--- src/nfcd_pkg.sv ---
// Shared types and constants of the NOR flash command sequencer.
// Assumes a 25 MHz host clock and an x16 flash behind plain async pins.
package nfcd_pkg;

   localparam int ADDR_W     = 26;
   localparam int DATA_W     = 16;
   localparam int CNT_W      = 9;
   localparam int SECT_LO_W  = 16;
   localparam int CLK_NS     = 40;

   // Bus timing in ns, turned into whole cycles below.
   localparam int T_SETUP_NS = 10;
   localparam int T_WE_NS    = 35;
   localparam int T_ACC_NS   = 100;
   localparam int T_HOLD_NS  = 20;
   localparam int SYNC_CYC   = 2;

   // Least times round up to whole cycles, never below one.
   function automatic logic [3:0] nfcd_cyc_up(input int ns);
      int c;
      c = (ns + CLK_NS - 1) / CLK_NS;
      if (c < 1) begin
         c = 1;
      end
      return 4'(c);
   endfunction

   localparam logic [3:0] SETUP_CYC = nfcd_cyc_up(T_SETUP_NS);
   localparam logic [3:0] WE_CYC    = nfcd_cyc_up(T_WE_NS);
   localparam logic [3:0] RD_CYC    = 4'(nfcd_cyc_up(T_ACC_NS) + SYNC_CYC);
   localparam logic [3:0] HOLD_CYC  = nfcd_cyc_up(T_HOLD_NS);

   // Word addresses and codes written on the bus.
   localparam logic [ADDR_W-1:0] A_555  = 26'h0000555;
   localparam logic [ADDR_W-1:0] A_2AA  = 26'h00002AA;
   localparam logic [ADDR_W-1:0] A_055  = 26'h0000055;
   localparam logic [ADDR_W-1:0] A_CC1  = 26'h2AAAA55;
   localparam logic [ADDR_W-1:0] A_CC2  = 26'h15555AA;
   localparam logic [ADDR_W-1:0] A_ZERO = 26'h0000000;
   localparam logic [DATA_W-1:0] D_CC1  = 16'hFF00;
   localparam logic [DATA_W-1:0] D_CC2  = 16'h00FF;

   typedef enum logic [4:0] {
      OP_READ       = 5'h00, OP_RESET      = 5'h01, OP_SR_READ    = 5'h02,
      OP_SR_CLEAR   = 5'h03, OP_WORD_PROG  = 5'h04, OP_BUF_PROG   = 5'h05,
      OP_BYP_ENTER  = 5'h06, OP_BYP_EXIT   = 5'h07, OP_CHIP_ERASE = 5'h08,
      OP_SECT_ERASE = 5'h09, OP_SUSP_LEG   = 5'h0A, OP_RES_LEG    = 5'h0B,
      OP_SUSP_ENH   = 5'h0C, OP_RES_ENH    = 5'h0D, OP_EVAL_ERASE = 5'h0E,
      OP_BLANK      = 5'h0F, OP_CFI_ENTER  = 5'h10, OP_CFI_EXIT   = 5'h11,
      OP_ID_ENTER   = 5'h12, OP_CONTINUITY = 5'h13
   } nfcd_op_t;

   typedef enum logic [2:0] {
      K_END = 3'h0, K_WR = 3'h1, K_WRS = 3'h2, K_WRU = 3'h3,
      K_CNT = 3'h4, K_LOAD = 3'h5, K_RD = 3'h6
   } nfcd_kind_t;

   typedef struct packed {
      nfcd_op_t          op;
      logic [ADDR_W-1:0] addr;
      logic [DATA_W-1:0] data;
      logic [CNT_W-1:0]  count;
   } nfcd_cmd_t;

   typedef struct packed {
      logic [ADDR_W-1:0] addr;
      logic [DATA_W-1:0] data;
   } nfcd_word_t;

   typedef struct packed {
      nfcd_kind_t        kind;
      logic [ADDR_W-1:0] addr;
      logic [DATA_W-1:0] data;
   } nfcd_step_t;

   typedef struct packed {
      logic              we;
      logic [ADDR_W-1:0] addr;
      logic [DATA_W-1:0] data;
   } nfcd_req_t;

   typedef struct packed {
      logic              ce_n;
      logic              oe_n;
      logic              we_n;
      logic [ADDR_W-1:0] addr;
      logic [DATA_W-1:0] dq_o;
      logic              dq_oe;
   } nfcd_pins_t;

endpackage

--- src/nfcd_host.sv ---
// Host-side command sequencer for an x16 asynchronous NOR flash.
// Assumes the host port runs on clk_i and the flash pins are async.
`timescale 1ns/1ns
module nfcd_host
   import nfcd_pkg::*;
#(
   parameter int MAX_WORDS = 256
)(
   input  wire logic              clk_i,
   input  wire logic              reset_i,
   input  wire logic              cmd_valid_i,
   input  wire nfcd_cmd_t         cmd_i,
   output logic                   cmd_ready_o,
   input  wire logic              word_valid_i,
   input  wire nfcd_word_t        word_i,
   output logic                   word_ready_o,
   output logic                   done_o,
   output logic                   err_o,
   output logic                   rvalid_o,
   output logic [DATA_W-1:0]      rdata_o,
   output logic                   bypass_o,
   output logic                   overlay_space_o,
   output nfcd_pins_t             pins_o,
   input  wire logic [DATA_W-1:0] dq_i
);

   typedef enum logic [3:0] {
      S_IDLE = 4'h1, S_STEP = 4'h2, S_LOAD = 4'h4, S_WAIT = 4'h8
   } nfcd_hst_t;

   typedef struct packed {
      nfcd_hst_t         st;
      nfcd_cmd_t         cmd;
      logic [3:0]        idx;
      logic [CNT_W-1:0]  rem;
      logic              byp;
      logic              ovl;
      logic              ready;
      logic              wready;
      logic              done;
      logic              err;
      logic              rvalid;
      logic [DATA_W-1:0] rdata;
      logic              start;
      nfcd_req_t         req;
   } nfcd_host_state_t;

   localparam logic [CNT_W-1:0] MAXW = CNT_W'(MAX_WORDS);

   nfcd_host_state_t  s_reg;
   nfcd_host_state_t  s_next;
   nfcd_step_t        step;
   logic              cyc_done;
   logic [DATA_W-1:0] cyc_rdata;

   // Builds one bus step from its kind, address and data.
   function automatic nfcd_step_t mk(input nfcd_kind_t k,
                                     input logic [ADDR_W-1:0] a,
                                     input logic [7:0] d);
      nfcd_step_t s;
      s.kind = k;
      s.addr = a;
      s.data = DATA_W'(d);
      return s;
   endfunction

   // Returns the bus step at position i of an operation.
   function automatic nfcd_step_t fn_step(input nfcd_op_t op,
                                          input logic [3:0] i,
                                          input logic byp);
      nfcd_step_t s;
      logic       pre;
      logic [3:0] j;
      s   = mk(K_END, A_ZERO, 8'h00);
      // Unlock prefix; bypass mode omits it for program and erase.
      pre = (op == OP_BYP_ENTER) || (op == OP_ID_ENTER) ||
            (!byp && (op == OP_WORD_PROG || op == OP_BUF_PROG ||
                      op == OP_CHIP_ERASE || op == OP_SECT_ERASE));
      j   = pre ? 4'(i - 4'h2) : i;
      if (pre && i == 4'h0) begin
         s = mk(K_WR, A_555, 8'hAA);
      end else if (pre && i == 4'h1) begin
         s = mk(K_WR, A_2AA, 8'h55);
      end else begin
         case (op)
            OP_READ: begin
               if (j == 4'h0) s = mk(K_RD, A_ZERO, 8'h00);
            end
            OP_RESET: begin
               if (j == 4'h0) s = mk(K_WR, A_ZERO, 8'hF0);
            end
            OP_SR_READ: begin
               if (j == 4'h0) s = mk(K_WR, A_555, 8'h70);
               if (j == 4'h1) s = mk(K_RD, A_ZERO, 8'h00);
            end
            OP_SR_CLEAR: begin
               if (j == 4'h0) s = mk(K_WR, A_555, 8'h71);
            end
            OP_WORD_PROG: begin
               if (j == 4'h0) s = mk(K_WR, A_555, 8'hA0);
               if (j == 4'h1) s = mk(K_WRU, A_ZERO, 8'h00);
            end
            OP_BUF_PROG: begin
               if (j == 4'h0) s = mk(K_WRS, A_ZERO, 8'h25);
               if (j == 4'h1) s = mk(K_CNT, A_ZERO, 8'h00);
               if (j == 4'h2) s = mk(K_LOAD, A_ZERO, 8'h00);
               if (j == 4'h3) s = mk(K_WRS, A_ZERO, 8'h29);
            end
            OP_BYP_ENTER: begin
               if (j == 4'h0) s = mk(K_WR, A_555, 8'h20);
            end
            OP_BYP_EXIT: begin
               if (j == 4'h0) s = mk(K_WR, A_ZERO, 8'h90);
               if (j == 4'h1) s = mk(K_WR, A_ZERO, 8'h00);
            end
            OP_CHIP_ERASE, OP_SECT_ERASE: begin
               if (j == 4'h0) s = mk(K_WR, A_555, 8'h80);
               if (!byp && j == 4'h1) s = mk(K_WR, A_555, 8'hAA);
               if (!byp && j == 4'h2) s = mk(K_WR, A_2AA, 8'h55);
               if (j == (byp ? 4'h1 : 4'h3)) begin
                  if (op == OP_CHIP_ERASE) begin
                     s = mk(K_WR, A_555, 8'h10);
                  end else begin
                     s = mk(K_WRS, A_ZERO, 8'h30);
                  end
               end
            end
            OP_SUSP_LEG: begin
               if (j == 4'h0) s = mk(K_WR, A_ZERO, 8'hB0);
            end
            OP_RES_LEG: begin
               if (j == 4'h0) s = mk(K_WR, A_ZERO, 8'h30);
            end
            OP_SUSP_ENH: begin
               if (j == 4'h0) s = mk(K_WR, A_ZERO, 8'h51);
            end
            OP_RES_ENH: begin
               if (j == 4'h0) s = mk(K_WR, A_ZERO, 8'h50);
            end
            OP_EVAL_ERASE: begin
               if (j == 4'h0) s = mk(K_WRS, A_555, 8'h35);
            end
            OP_BLANK: begin
               if (j == 4'h0) s = mk(K_WRS, A_555, 8'h33);
            end
            OP_CFI_ENTER: begin
               if (j == 4'h0) s = mk(K_WRS, A_055, 8'h98);
            end
            OP_CFI_EXIT: begin
               if (j == 4'h0) s = mk(K_WR, A_ZERO, 8'hFF);
            end
            OP_ID_ENTER: begin
               if (j == 4'h0) s = mk(K_WR, A_555, 8'h90);
            end
            OP_CONTINUITY: begin
               case (j)
                  4'h0:    s = mk(K_WR, A_555, 8'h71);
                  4'h1:    s = mk(K_WR, A_555, 8'h70);
                  4'h2:    s = mk(K_RD, A_ZERO, 8'h00);
                  4'h3:    begin
                     s      = mk(K_WR, A_CC1, 8'h00);
                     s.data = D_CC1;
                  end
                  4'h4:    begin
                     s      = mk(K_WR, A_CC2, 8'h00);
                     s.data = D_CC2;
                  end
                  4'h5:    s = mk(K_WR, A_555, 8'h70);
                  4'h6:    s = mk(K_RD, A_ZERO, 8'h00);
                  default: s = mk(K_END, A_ZERO, 8'h00);
               endcase
            end
            default: begin
               s = mk(K_END, A_ZERO, 8'h00);
            end
         endcase
      end
      return s;
   endfunction

   // Puts a low offset inside the command's sector.
   function automatic logic [ADDR_W-1:0] sect(input logic [ADDR_W-1:0] a,
                                              input logic [ADDR_W-1:0] lo);
      return {a[ADDR_W-1:SECT_LO_W], lo[SECT_LO_W-1:0]};
   endfunction

   assign step = fn_step(s_reg.cmd.op, s_reg.idx, s_reg.byp);

   // Accepts commands, walks their steps and issues bus cycles.
   always_comb begin
      s_next        = s_reg;
      s_next.done   = 1'b0;
      s_next.err    = 1'b0;
      s_next.rvalid = 1'b0;
      s_next.start  = 1'b0;
      case (s_reg.st)
         S_IDLE: begin
            if (cmd_valid_i && s_reg.ready) begin
               s_next.ready = 1'b0;
               s_next.cmd   = cmd_i;
               s_next.idx   = 4'h0;
               s_next.rem   = cmd_i.count;
               s_next.st    = S_STEP;
               // A full buffer is the most a load may carry.
               if (cmd_i.op == OP_BUF_PROG &&
                   (cmd_i.count == '0 || cmd_i.count > MAXW)) begin
                  s_next.ready = 1'b1;
                  s_next.err   = 1'b1;
                  s_next.st    = S_IDLE;
               end
            end
         end
         S_STEP: begin
            s_next.req.we   = 1'b1;
            s_next.req.addr = step.addr;
            s_next.req.data = step.data;
            s_next.start    = 1'b1;
            s_next.st       = S_WAIT;
            case (step.kind)
               K_END: begin
                  s_next.start = 1'b0;
                  s_next.done  = 1'b1;
                  s_next.ready = 1'b1;
                  s_next.st    = S_IDLE;
                  if (s_reg.cmd.op == OP_BYP_ENTER) s_next.byp = 1'b1;
                  if (s_reg.cmd.op == OP_BYP_EXIT) s_next.byp = 1'b0;
                  if (s_reg.cmd.op == OP_ID_ENTER ||
                      s_reg.cmd.op == OP_CFI_ENTER) s_next.ovl = 1'b1;
                  if (s_reg.cmd.op == OP_RESET ||
                      s_reg.cmd.op == OP_CFI_EXIT) s_next.ovl = 1'b0;
               end
               K_WRS: begin
                  s_next.req.addr = sect(s_reg.cmd.addr, step.addr);
               end
               K_WRU: begin
                  s_next.req.addr = s_reg.cmd.addr;
                  s_next.req.data = s_reg.cmd.data;
               end
               K_CNT: begin
                  s_next.req.addr = sect(s_reg.cmd.addr, A_ZERO);
                  s_next.req.data = DATA_W'(s_reg.cmd.count - 9'h001);
               end
               K_LOAD: begin
                  s_next.start = 1'b0;
                  if (s_reg.rem == '0) begin
                     s_next.idx = 4'(s_reg.idx + 4'h1);
                     s_next.st  = S_STEP;
                  end else begin
                     s_next.wready = 1'b1;
                     s_next.st     = S_LOAD;
                  end
               end
               K_RD: begin
                  s_next.req.we   = 1'b0;
                  s_next.req.addr = s_reg.cmd.addr;
               end
               default: begin
               end
            endcase
         end
         S_LOAD: begin
            // One buffered word per handshake, written at its own address.
            if (word_valid_i) begin
               s_next.wready   = 1'b0;
               s_next.req.we   = 1'b1;
               s_next.req.addr = word_i.addr;
               s_next.req.data = word_i.data;
               s_next.start    = 1'b1;
               s_next.st       = S_WAIT;
            end
         end
         S_WAIT: begin
            if (cyc_done) begin
               s_next.st = S_STEP;
               if (step.kind == K_LOAD) begin
                  s_next.rem = CNT_W'(s_reg.rem - 9'h001);
               end else begin
                  s_next.idx = 4'(s_reg.idx + 4'h1);
               end
               if (step.kind == K_RD) begin
                  s_next.rvalid = 1'b1;
                  s_next.rdata  = cyc_rdata;
               end
            end
         end
         default: begin
            s_next.st = S_IDLE;
         end
      endcase
   end

   // Registers the sequencer; the flash starts in normal array read.
   always_ff @(posedge clk_i) begin
      if (reset_i) begin
         s_reg       <= '0;
         s_reg.st    <= S_IDLE;
         s_reg.ready <= 1'b1;
      end else begin
         s_reg <= s_next;
      end
   end

   nfcd_bus_cycle u_cycle (
      .clk_i   (clk_i),
      .reset_i (reset_i),
      .start_i (s_reg.start),
      .req_i   (s_reg.req),
      .dq_i    (dq_i),
      .pins_o  (pins_o),
      .done_o  (cyc_done),
      .rdata_o (cyc_rdata)
   );

   assign cmd_ready_o     = s_reg.ready;
   assign word_ready_o    = s_reg.wready;
   assign done_o          = s_reg.done;
   assign err_o           = s_reg.err;
   assign rvalid_o        = s_reg.rvalid;
   assign rdata_o         = s_reg.rdata;
   assign bypass_o        = s_reg.byp;
   assign overlay_space_o = s_reg.ovl;

endmodule

--- src/nfcd_bus_cycle.sv ---
// One asynchronous flash bus cycle, write or read, on registered pins.
// Assumes async flash data pins and synchronises them.
`timescale 1ns/1ns
module nfcd_bus_cycle
   import nfcd_pkg::*;
(
   input  wire logic              clk_i,
   input  wire logic              reset_i,
   input  wire logic              start_i,
   input  wire nfcd_req_t         req_i,
   input  wire logic [DATA_W-1:0] dq_i,
   output nfcd_pins_t             pins_o,
   output logic                   done_o,
   output logic [DATA_W-1:0]      rdata_o
);

   typedef enum logic [3:0] {
      C_IDLE = 4'h1, C_SETUP = 4'h2, C_PULSE = 4'h4, C_HOLD = 4'h8
   } nfcd_cst_t;

   typedef struct packed {
      nfcd_cst_t         st;
      logic [3:0]        cnt;
      logic              we;
      nfcd_pins_t        pins;
      logic              done;
      logic [DATA_W-1:0] rdata;
      logic [DATA_W-1:0] sync1;
      logic [DATA_W-1:0] sync2;
   } nfcd_cyc_state_t;

   nfcd_cyc_state_t s_reg;
   nfcd_cyc_state_t s_next;

   // Steps the strobes through setup, pulse and hold.
   always_comb begin
      s_next       = s_reg;
      s_next.done  = 1'b0;
      s_next.sync1 = dq_i;
      s_next.sync2 = s_reg.sync1;
      case (s_reg.st)
         C_IDLE: begin
            if (start_i) begin
               s_next.we         = req_i.we;
               s_next.pins.ce_n  = 1'b0;
               s_next.pins.addr  = req_i.addr;
               s_next.pins.dq_o  = req_i.data;
               s_next.pins.dq_oe = req_i.we;
               s_next.cnt        = SETUP_CYC;
               s_next.st         = C_SETUP;
            end
         end
         C_SETUP: begin
            s_next.cnt = 4'(s_reg.cnt - 4'h1);
            if (s_reg.cnt == 4'h1) begin
               s_next.pins.we_n = !s_reg.we;
               s_next.pins.oe_n = s_reg.we;
               s_next.cnt       = s_reg.we ? WE_CYC : RD_CYC;
               s_next.st        = C_PULSE;
            end
         end
         C_PULSE: begin
            s_next.cnt = 4'(s_reg.cnt - 4'h1);
            if (s_reg.cnt == 4'h1) begin
               // Data has settled and crossed both sync stages by now.
               if (!s_reg.we) begin
                  s_next.rdata = s_reg.sync2;
               end
               s_next.pins.we_n = 1'b1;
               s_next.pins.oe_n = 1'b1;
               s_next.cnt       = HOLD_CYC;
               s_next.st        = C_HOLD;
            end
         end
         C_HOLD: begin
            s_next.cnt = 4'(s_reg.cnt - 4'h1);
            if (s_reg.cnt == 4'h1) begin
               s_next.pins.ce_n  = 1'b1;
               s_next.pins.dq_oe = 1'b0;
               s_next.done       = 1'b1;
               s_next.st         = C_IDLE;
            end
         end
         default: begin
            s_next.st = C_IDLE;
         end
      endcase
   end

   // Registers the cycle state; strobes idle high after reset.
   always_ff @(posedge clk_i) begin
      if (reset_i) begin
         s_reg           <= '0;
         s_reg.st        <= C_IDLE;
         s_reg.pins.ce_n <= 1'b1;
         s_reg.pins.oe_n <= 1'b1;
         s_reg.pins.we_n <= 1'b1;
      end else begin
         s_reg <= s_next;
      end
   end

   assign pins_o  = s_reg.pins;
   assign done_o  = s_reg.done;
   assign rdata_o = s_reg.rdata;

endmodule

--- config.mk ---
export PLATFORM = sky130hd
export DESIGN_NAME = nfcd_host
export DESIGN_NICKNAME = d
export VERILOG_FILES = /design/src/nfcd_pkg.sv /design/src/nfcd_host.sv /design/src/nfcd_bus_cycle.sv
export SDC_FILE = /design/constraint.sdc
export NUM_CORES = 1
export LEC_CHECK = 0
export BUFFER_PORTS_ARGS = -buffer_cell sky130_fd_sc_hd__buf_2
export CAP_MARGIN = 20
export CORE_ASPECT_RATIO = 1.2
export CORE_MARGIN = 3
export CORE_UTILIZATION = 37
export DETAILED_ROUTE_END_ITERATION = 8
export PLACE_DENSITY = 0.56
export SETUP_SLACK_MARGIN = 0.05
export SYNTH_ARGS = -nofsm -noshare
export SYNTH_HDL_FRONTEND = slang
export SYNTH_HIERARCHICAL = 1
export SYNTH_SLANG_ARGS = --single-unit
--- constraint.sdc ---
create_clock -name clk_i -period 4.7 [get_ports clk_i]
set_input_delay 0.94 -clock clk_i [delete_from_list [all_inputs] [get_ports clk_i]]
set_output_delay 0.94 -clock clk_i [all_outputs]
set_load 0.005 [all_outputs]
==> results of run 1 <==
-- cells in the mapped netlist (all sizes together), types with 8 or more instances --
cell type	count	share of area
a211oi	15	0.010
a21oi	196	0.084
a221oi	11	0.0082
a22oi	13	0.0083
a31oi	28	0.015
and3	21	0.011
buf	107	0.064
clkbuf	77	0.025
dfxtp	244	0.42
ha	9	0.0096
inv	20	0.0064
mux2i	19	0.016
nand2	309	0.099
nand2b	13	0.0069
nand3	40	0.017
nand3b	8	0.0051
nor2	74	0.025
nor2b	38	0.021
nor3	20	0.0089
nor4	13	0.0074
o211ai	8	0.0051
o21ai	37	0.016
o22ai	16	0.0085
xnor2	10	0.0074
-- area by class of cell --
| cell class | count | area [um^2] |
|---|---|---|
| inverter | 22 | 82.6 |
| multi-input combinational | 1024 | 5780 |
| tap | 396 | 495 |
| clock inverter | 6 | 82.6 |
| fill | 3203 | 17600 |
| sequential | 244 | 4880 |
| timing repair buffer | 224 | 1230 |
| clock buffer | 36 | 719 |
-- worst paths after layout --
check | from | endpoint | slack [ps] | depth (start not counted)
worst min-delay path | u_cycle/s_next[7] | u_cycle/s_reg[7] | 430 | 1
worst max-delay path | s_reg[78] | s_reg[14] | 950 | 12
worst min register to register | u_cycle/s_next[7] | u_cycle/s_reg[7] | 430 | 1
worst max register to register | s_reg[78] | s_reg[14] | 950 | 12
-- layer usage --
| layer | global-route usage | up-vias |
|---|---|---|
| met1 | 0.272 | 5050 |
| li1 | - | 5208 |
| met3 | 0.0285 | 66 |
| met2 | 0.343 | 300 |
| met4 | 0.0786 | 0 |
| met5 | 0 | - |
-- where the power goes --
| part | switching [uW] | internal (uW) | leakage, uW |
|---|---|---|---|
| Combinational | 427 | 232 | 0.00280 |
| Sequential | 39.8 | 2130 | 0.00198 |
| Clock | 805 | 1170 | 0.000390 |
-- through the flow --
step	area, um^2	setup slack, ps	total power [uW]	hold WS, ps
6_report	13300	946	4800	435
3_3_place_gp	12500	972	2870	416
3_5_place_dp	12500	982	2870	424
5_1_grt	13300	701	5010	453
4_1_cts	13300	964	4850	440
2_1_floorplan	11800	1430	2630	414
-- cells by family after synthesis --
kind of cell    after synthesis  synth area share
fa+ha+maj                     9           0.00958
mux                          20            0.0171
xor+xnor                     16            0.0119
compound gates              389             0.211
simple gates                590             0.240
flops                       244             0.415
buf+inv                     206            0.0954
==> metrics, run 1 <==
fmax=around 0.27 GHz; Synth Instances=1474; DP Cell Count=1909; outcome=finished, final reports clean; via count=10624; DR DRC count=0; GRT Residual Overflow=0; Metal-1 WL=~16 mm; CP max-delay cell=a2111oi_4; non-filler cells, final=~2000; period utilization=0.799; RSZ-0062 raised after global routing=false; Clock Skew=7.63 ps; Core Region=30900 um^2; Inserted Clock Buffers=26; Rows=70; critical path class=reg -> reg; Routability Congestion=between 0.9 and 1; WL final=about 37 mm; drt first pass iters=5; EDFF count, synth=0; Ant. Diodes=0; largest net degree at the start of global routing=80; Detail Placement HPWL=26.4 mm; CP delay by family, top=compound AO/OA/AOI/OAI gates; sequential share of the synthesized area=0.415; Hold Path Class=reg -> reg; crit-path max FO=11; I/O Buffers=between 150 and 200; setup TNS=0 ps; clock buffer depth=3; Synth Flop Type=dfxtp_1; Die W=169 um; Starting Density=0.380; Max Cap Violations=0; count of final hold-check violations=0; most frequent cells in the layout=nand2_1, dfxtp_1, a21oi_1; vias in the first global route=10106; layout cells sized above 1=0.189; Tot GR Track Use=0.206; Root Driver=clkbuf_16; Vias/cell=5.44; Net Count, Synth=1601; Slew headroom=0.361; Final ANT Viol Nets=0; Hold Buf Count CTS=0; CTS tree=yes; wire length on met2=between 15 and 20 mm; Post-CTS Setup Bufs=0; TritonCTS Sinks=244; Die H=201 um; arrival time at the worst endpoint=around 4100 ps; H-tree levels=1; measured slew at the worst slew-check pin=951 ps; Worst Setup End Kind=flip-flop; maximum VDD drop=roughly 230 uV; DR WL/cell=approximately 19 um; Max Slew Vio Count=0; Skew-Pair Late Insertion Delay=520 ps; final net count=1669; synth unique cells=90; clock slew at reported path FFs=60 ps; Final min period=roughly 3800 ps; #FFs+latches synth=around 240; top layer in use=met4; CP max stage delay=610 ps; first-pass GRT wire length=~57 mm; Static Leak=0.00518 uW; ys async rst share=0; Final setup violation count=0; WP data required=5080 ps; antenna violations before repair=0; IO Count=around 190; die area=34000 um^2; post_cts resized=0; CP most frequent cell=a21oi_1; CP startpoint kind=flip-flop; area grow syn2layout=12.9%; DRT iter0 DRCs=775; crit-path cells=inv_1, ha_1, xnor2_1, and2_1, o211ai_1, a2111oi_4, nor3b_1, buf_4, o31a_1, a21oi_1, a21oi_1, o22ai_1; Mapped Area=11800 um^2; commonest non-fill, non-tap cell in the layout=nand2_1; CP Buf/Inv Count=2; final core utilization=0.429; max reg flops=roughly 120; Syn Area/Cell=7.98 um^2; routed wl met3=2.03 mm; YS warnings=6; PwrDens=362 nW/um^2
Power figures use the tool's default switching activity.
==> run 2: changes to the inputs <==
--- a/config.mk
+++ b/config.mk
@@ -5,13 +5,14 @@
 export SDC_FILE = /design/constraint.sdc
 export NUM_CORES = 1
 export LEC_CHECK = 0
+export ABC_AREA = 1
 export BUFFER_PORTS_ARGS = -buffer_cell sky130_fd_sc_hd__buf_2
 export CAP_MARGIN = 20
 export CORE_ASPECT_RATIO = 1.2
 export CORE_MARGIN = 3
 export CORE_UTILIZATION = 37
 export DETAILED_ROUTE_END_ITERATION = 8
-export PLACE_DENSITY = 0.56
+export PLACE_DENSITY = 0.58
 export SETUP_SLACK_MARGIN = 0.05
 export SYNTH_ARGS = -nofsm -noshare
 export SYNTH_HDL_FRONTEND = slang
==> constraint.sdc (replaced) <==
create_clock -name clk_i -period 3.4 [get_ports clk_i]
set_input_delay 0.68 -clock clk_i [delete_from_list [all_inputs] [get_ports clk_i]]
set_output_delay 0.68 -clock clk_i [all_outputs]
set_load 0.005 [all_outputs]
==> metrics, run 2 <==
outcome=finished, final reports clean; Static Leak=0.00660 uW; Final ANT Viol Nets=0; Max Slew Vio Count=0; IO Count=187; most frequent cells in the layout=nor2_1, dfxtp_1, nand2_1; WL final=around 35 mm; cell area after placement=around 12000 um^2; Hold Path Class=in -> reg; Clock Skew=between 8 and 9 ps; vias in the first global route=10269; max reg flops=117; CP startpoint kind=flip-flop; Finished Cell Area=13500 um^2; count of final hold-check violations=0; period utilization=0.912; Switching Share=0.370; DRT iter0 DRCs=747; CTS tree=yes; Rows=70; Final min period=3100 ps; first-pass GRT wire length=54.9 mm; post-synthesis adder-cell area fraction=0.00961; mux cell area share after synthesis=0; arrival time at the worst endpoint=3470 ps; I/O Buffers=approximately 190; crit-path max FO=9; Synth Area in Compound Gates=0.165; Inserted Clock Buffers=27; WP data required=between 3000 and 4000 ps; Metal-1 WL=15.1 mm; area grow syn2layout=15.5%; Synth area leaders=dfxtp_1, nor2_1, o21ai_0; DR DRC count=0; Worst Setup End Kind=flip-flop; synth unique cells=47; die area=~34000 um^2; Slew headroom=0.358; DP Cell Count=2116; largest family of logic cells by synthesized area=simple AND/OR/NAND/NOR gates; EDFF count, synth=0; sequential share of the synthesized area=0.417; TritonCTS Sinks=between 200 and 250; final net count=1886; Final setup violation count=0; Post-Synth Simple-Gate Area=0.264; Root Driver=clkbuf_16; fmax=~0.32 GHz; Routability Congestion=about 0.94; via count=approximately 11000; clock slew at reported path FFs=60 ps; Synth Flop Type=dfxtp_1; Mapped Area=between 10000 and 15000 um^2; top layer in use=met5; combinational share of power=0.337; Synth top area share=0.417; antenna violations before repair=4; Vias/cell=4.93; commonest non-fill, non-tap cell in the layout=nor2_1; clock buffer depth=3; count leader, synth=nor2_1; drt first pass iters=5; ys async rst share=0; Starting Density=0.380; routed wl met3=1.76 mm; XOR/XNOR Fraction of Synth Area=0.00897; Syn Area/Cell=approximately 7 um^2; Die H=between 200 and 250 um; Die W=168 um; filler instances=3222; YS warnings=6; DR WL/cell=16.1 um; Synth Instances=1653; wire length on met2=around 17 mm; Core Region=30800 um^2; setup TNS=0 ps; non-filler cells, final=between 2000 and 2500; switching power=3520 uW; Tot GR Track Use=0.198; Max Cap Violations=0; top cells by instance count after synthesis=nor2_1, dfxtp_1, nand2_1; Net Count, Synth=between 1500 and 2000; Int Power=6000 uW; part of the power in registers=0.341; R2R depth=22; Detail Placement HPWL=25.3 mm; RSZ-0062 raised after global routing=false; maximum VDD drop=476 uV; critical path class=reg -> reg; measured slew at the worst slew-check pin=963 ps; H-tree levels=1; hold depth=3; largest net degree at the start of global routing=85; Skew-Pair Late Insertion Delay=approximately 530 ps; #FFs+latches synth=244; post-synth top area cell=dfxtp_1; layout cells sized above 1=0.195; Clk pwr share=0.322; GRT Residual Overflow=0; PwrDens=703 nW/um^2
## run 2: cell count changes in the layout (fill, tap and decap cells not counted), sizes merged, moves of 38 or more
cell,previous run,this run
o21ai,37,182
nor2,74,369
inv,20,180
nand2,309,224
a21oi,196,108
nand3,40,94
nor2b,38,0
## run 2: layer usage
layer / up-vias / global-route usage
met5: - / 0
met4: 6 / 0.0658
met3: 73 / 0.0299
met2: 294 / 0.350
met1: 4904 / 0.246
li1: 5458 / -
## run 2: cell type report
type / instances / area (um^2) / share of cell area
Tap cell: 396 / 495 / 0.0366
Sequential cell: 244 / 4890 / 0.361
Clock inverter: 15 / 203 / 0.0150
Antenna cell: 1 / 2.50 / 0.000185
Clock buffer: 35 / 736 / 0.0544
Timing Repair Buffer: 223 / 1220 / 0.0903
Multi-Input combinational cell: 1083 / 5300 / 0.392
Inverter: 180 / 688 / 0.0509
## run 2: final timing paths
path	slack, ps	from	end
hold / removal	350	dq_i[8]	u_cycle/s_next[8]
setup reg to reg	300	s_reg[133]	s_reg[41]
setup / recovery	300	s_reg[133]	s_reg[41]
hold reg to reg	400	u_cycle/s_next[10]	u_cycle/s_reg[10]
## run 2: power by group through the flow
stage | Clock (uW) | Sequential [uW] | Combinational [uW]
floorplan | 0 | 3250 | 2280
global placement | 0 | 3300 | 2970
detailed placement | 0 | 3300 | 2970
CTS | 3140 | 3240 | 2980
global route | 3260 | 3270 | 3590
finish | 3070 | 3240 | 3210
## run 2: cells by family (layout without fill, tap and decap cells)
| group | count (synthesis) | count (layout) |
|---|---|---|
| AOI/OAI and AO/OA | 345 | 345 |
| xor gates and xnor gates | 12 | 12 |
| adders and majority gates | 9 | 9 |
| buffers and inverters | 327 | 453 |
| DFF | 244 | 244 |
| other | 0 | 1 |
| and+or+nand+nor | 716 | 717 |
## run 2: worst max-delay path: stages (launching register included)
cell and delay [ps]:
dfxtp_1 380, inv_1 90, nand2_1 150, nand2_1 90, nand2_2 150, nand3_4 140
nand2_2 110, nand2_4 90, nor2_8 200, buf_4 150, o211ai_2 130, nand3_1 130
inv_1 40, nor2_1 120, nor2_2 70, nand2_1 100, nand2_4 130, inv_4 130
nand2_1 80, nand2_2 90, inv_2 90, o21ai_1 160, a21oi_1 110
## run 2: repair_timing
item / in CTS / in global routing
hold buffers: 0 / 0
setup buffers: 0 / 9
setup endpoints to repair: 0 / 60
gates resized for setup: 0 / 16
## run 2: metrics by stage
stage | utilization | power, uW | hold slack (ps) | worst slack, ps
after detailed placement | 0.404 | 6260 | 393 | 86.3
final | 0.439 | 9520 | 346 | 299
after floorplan | - | 5540 | 388 | 867
after global routing | 0.439 | 10100 | 343 | 57.7
after CTS | 0.435 | 9360 | 323 | 68.0
after global placement | 0.404 | 6270 | 390 | 180
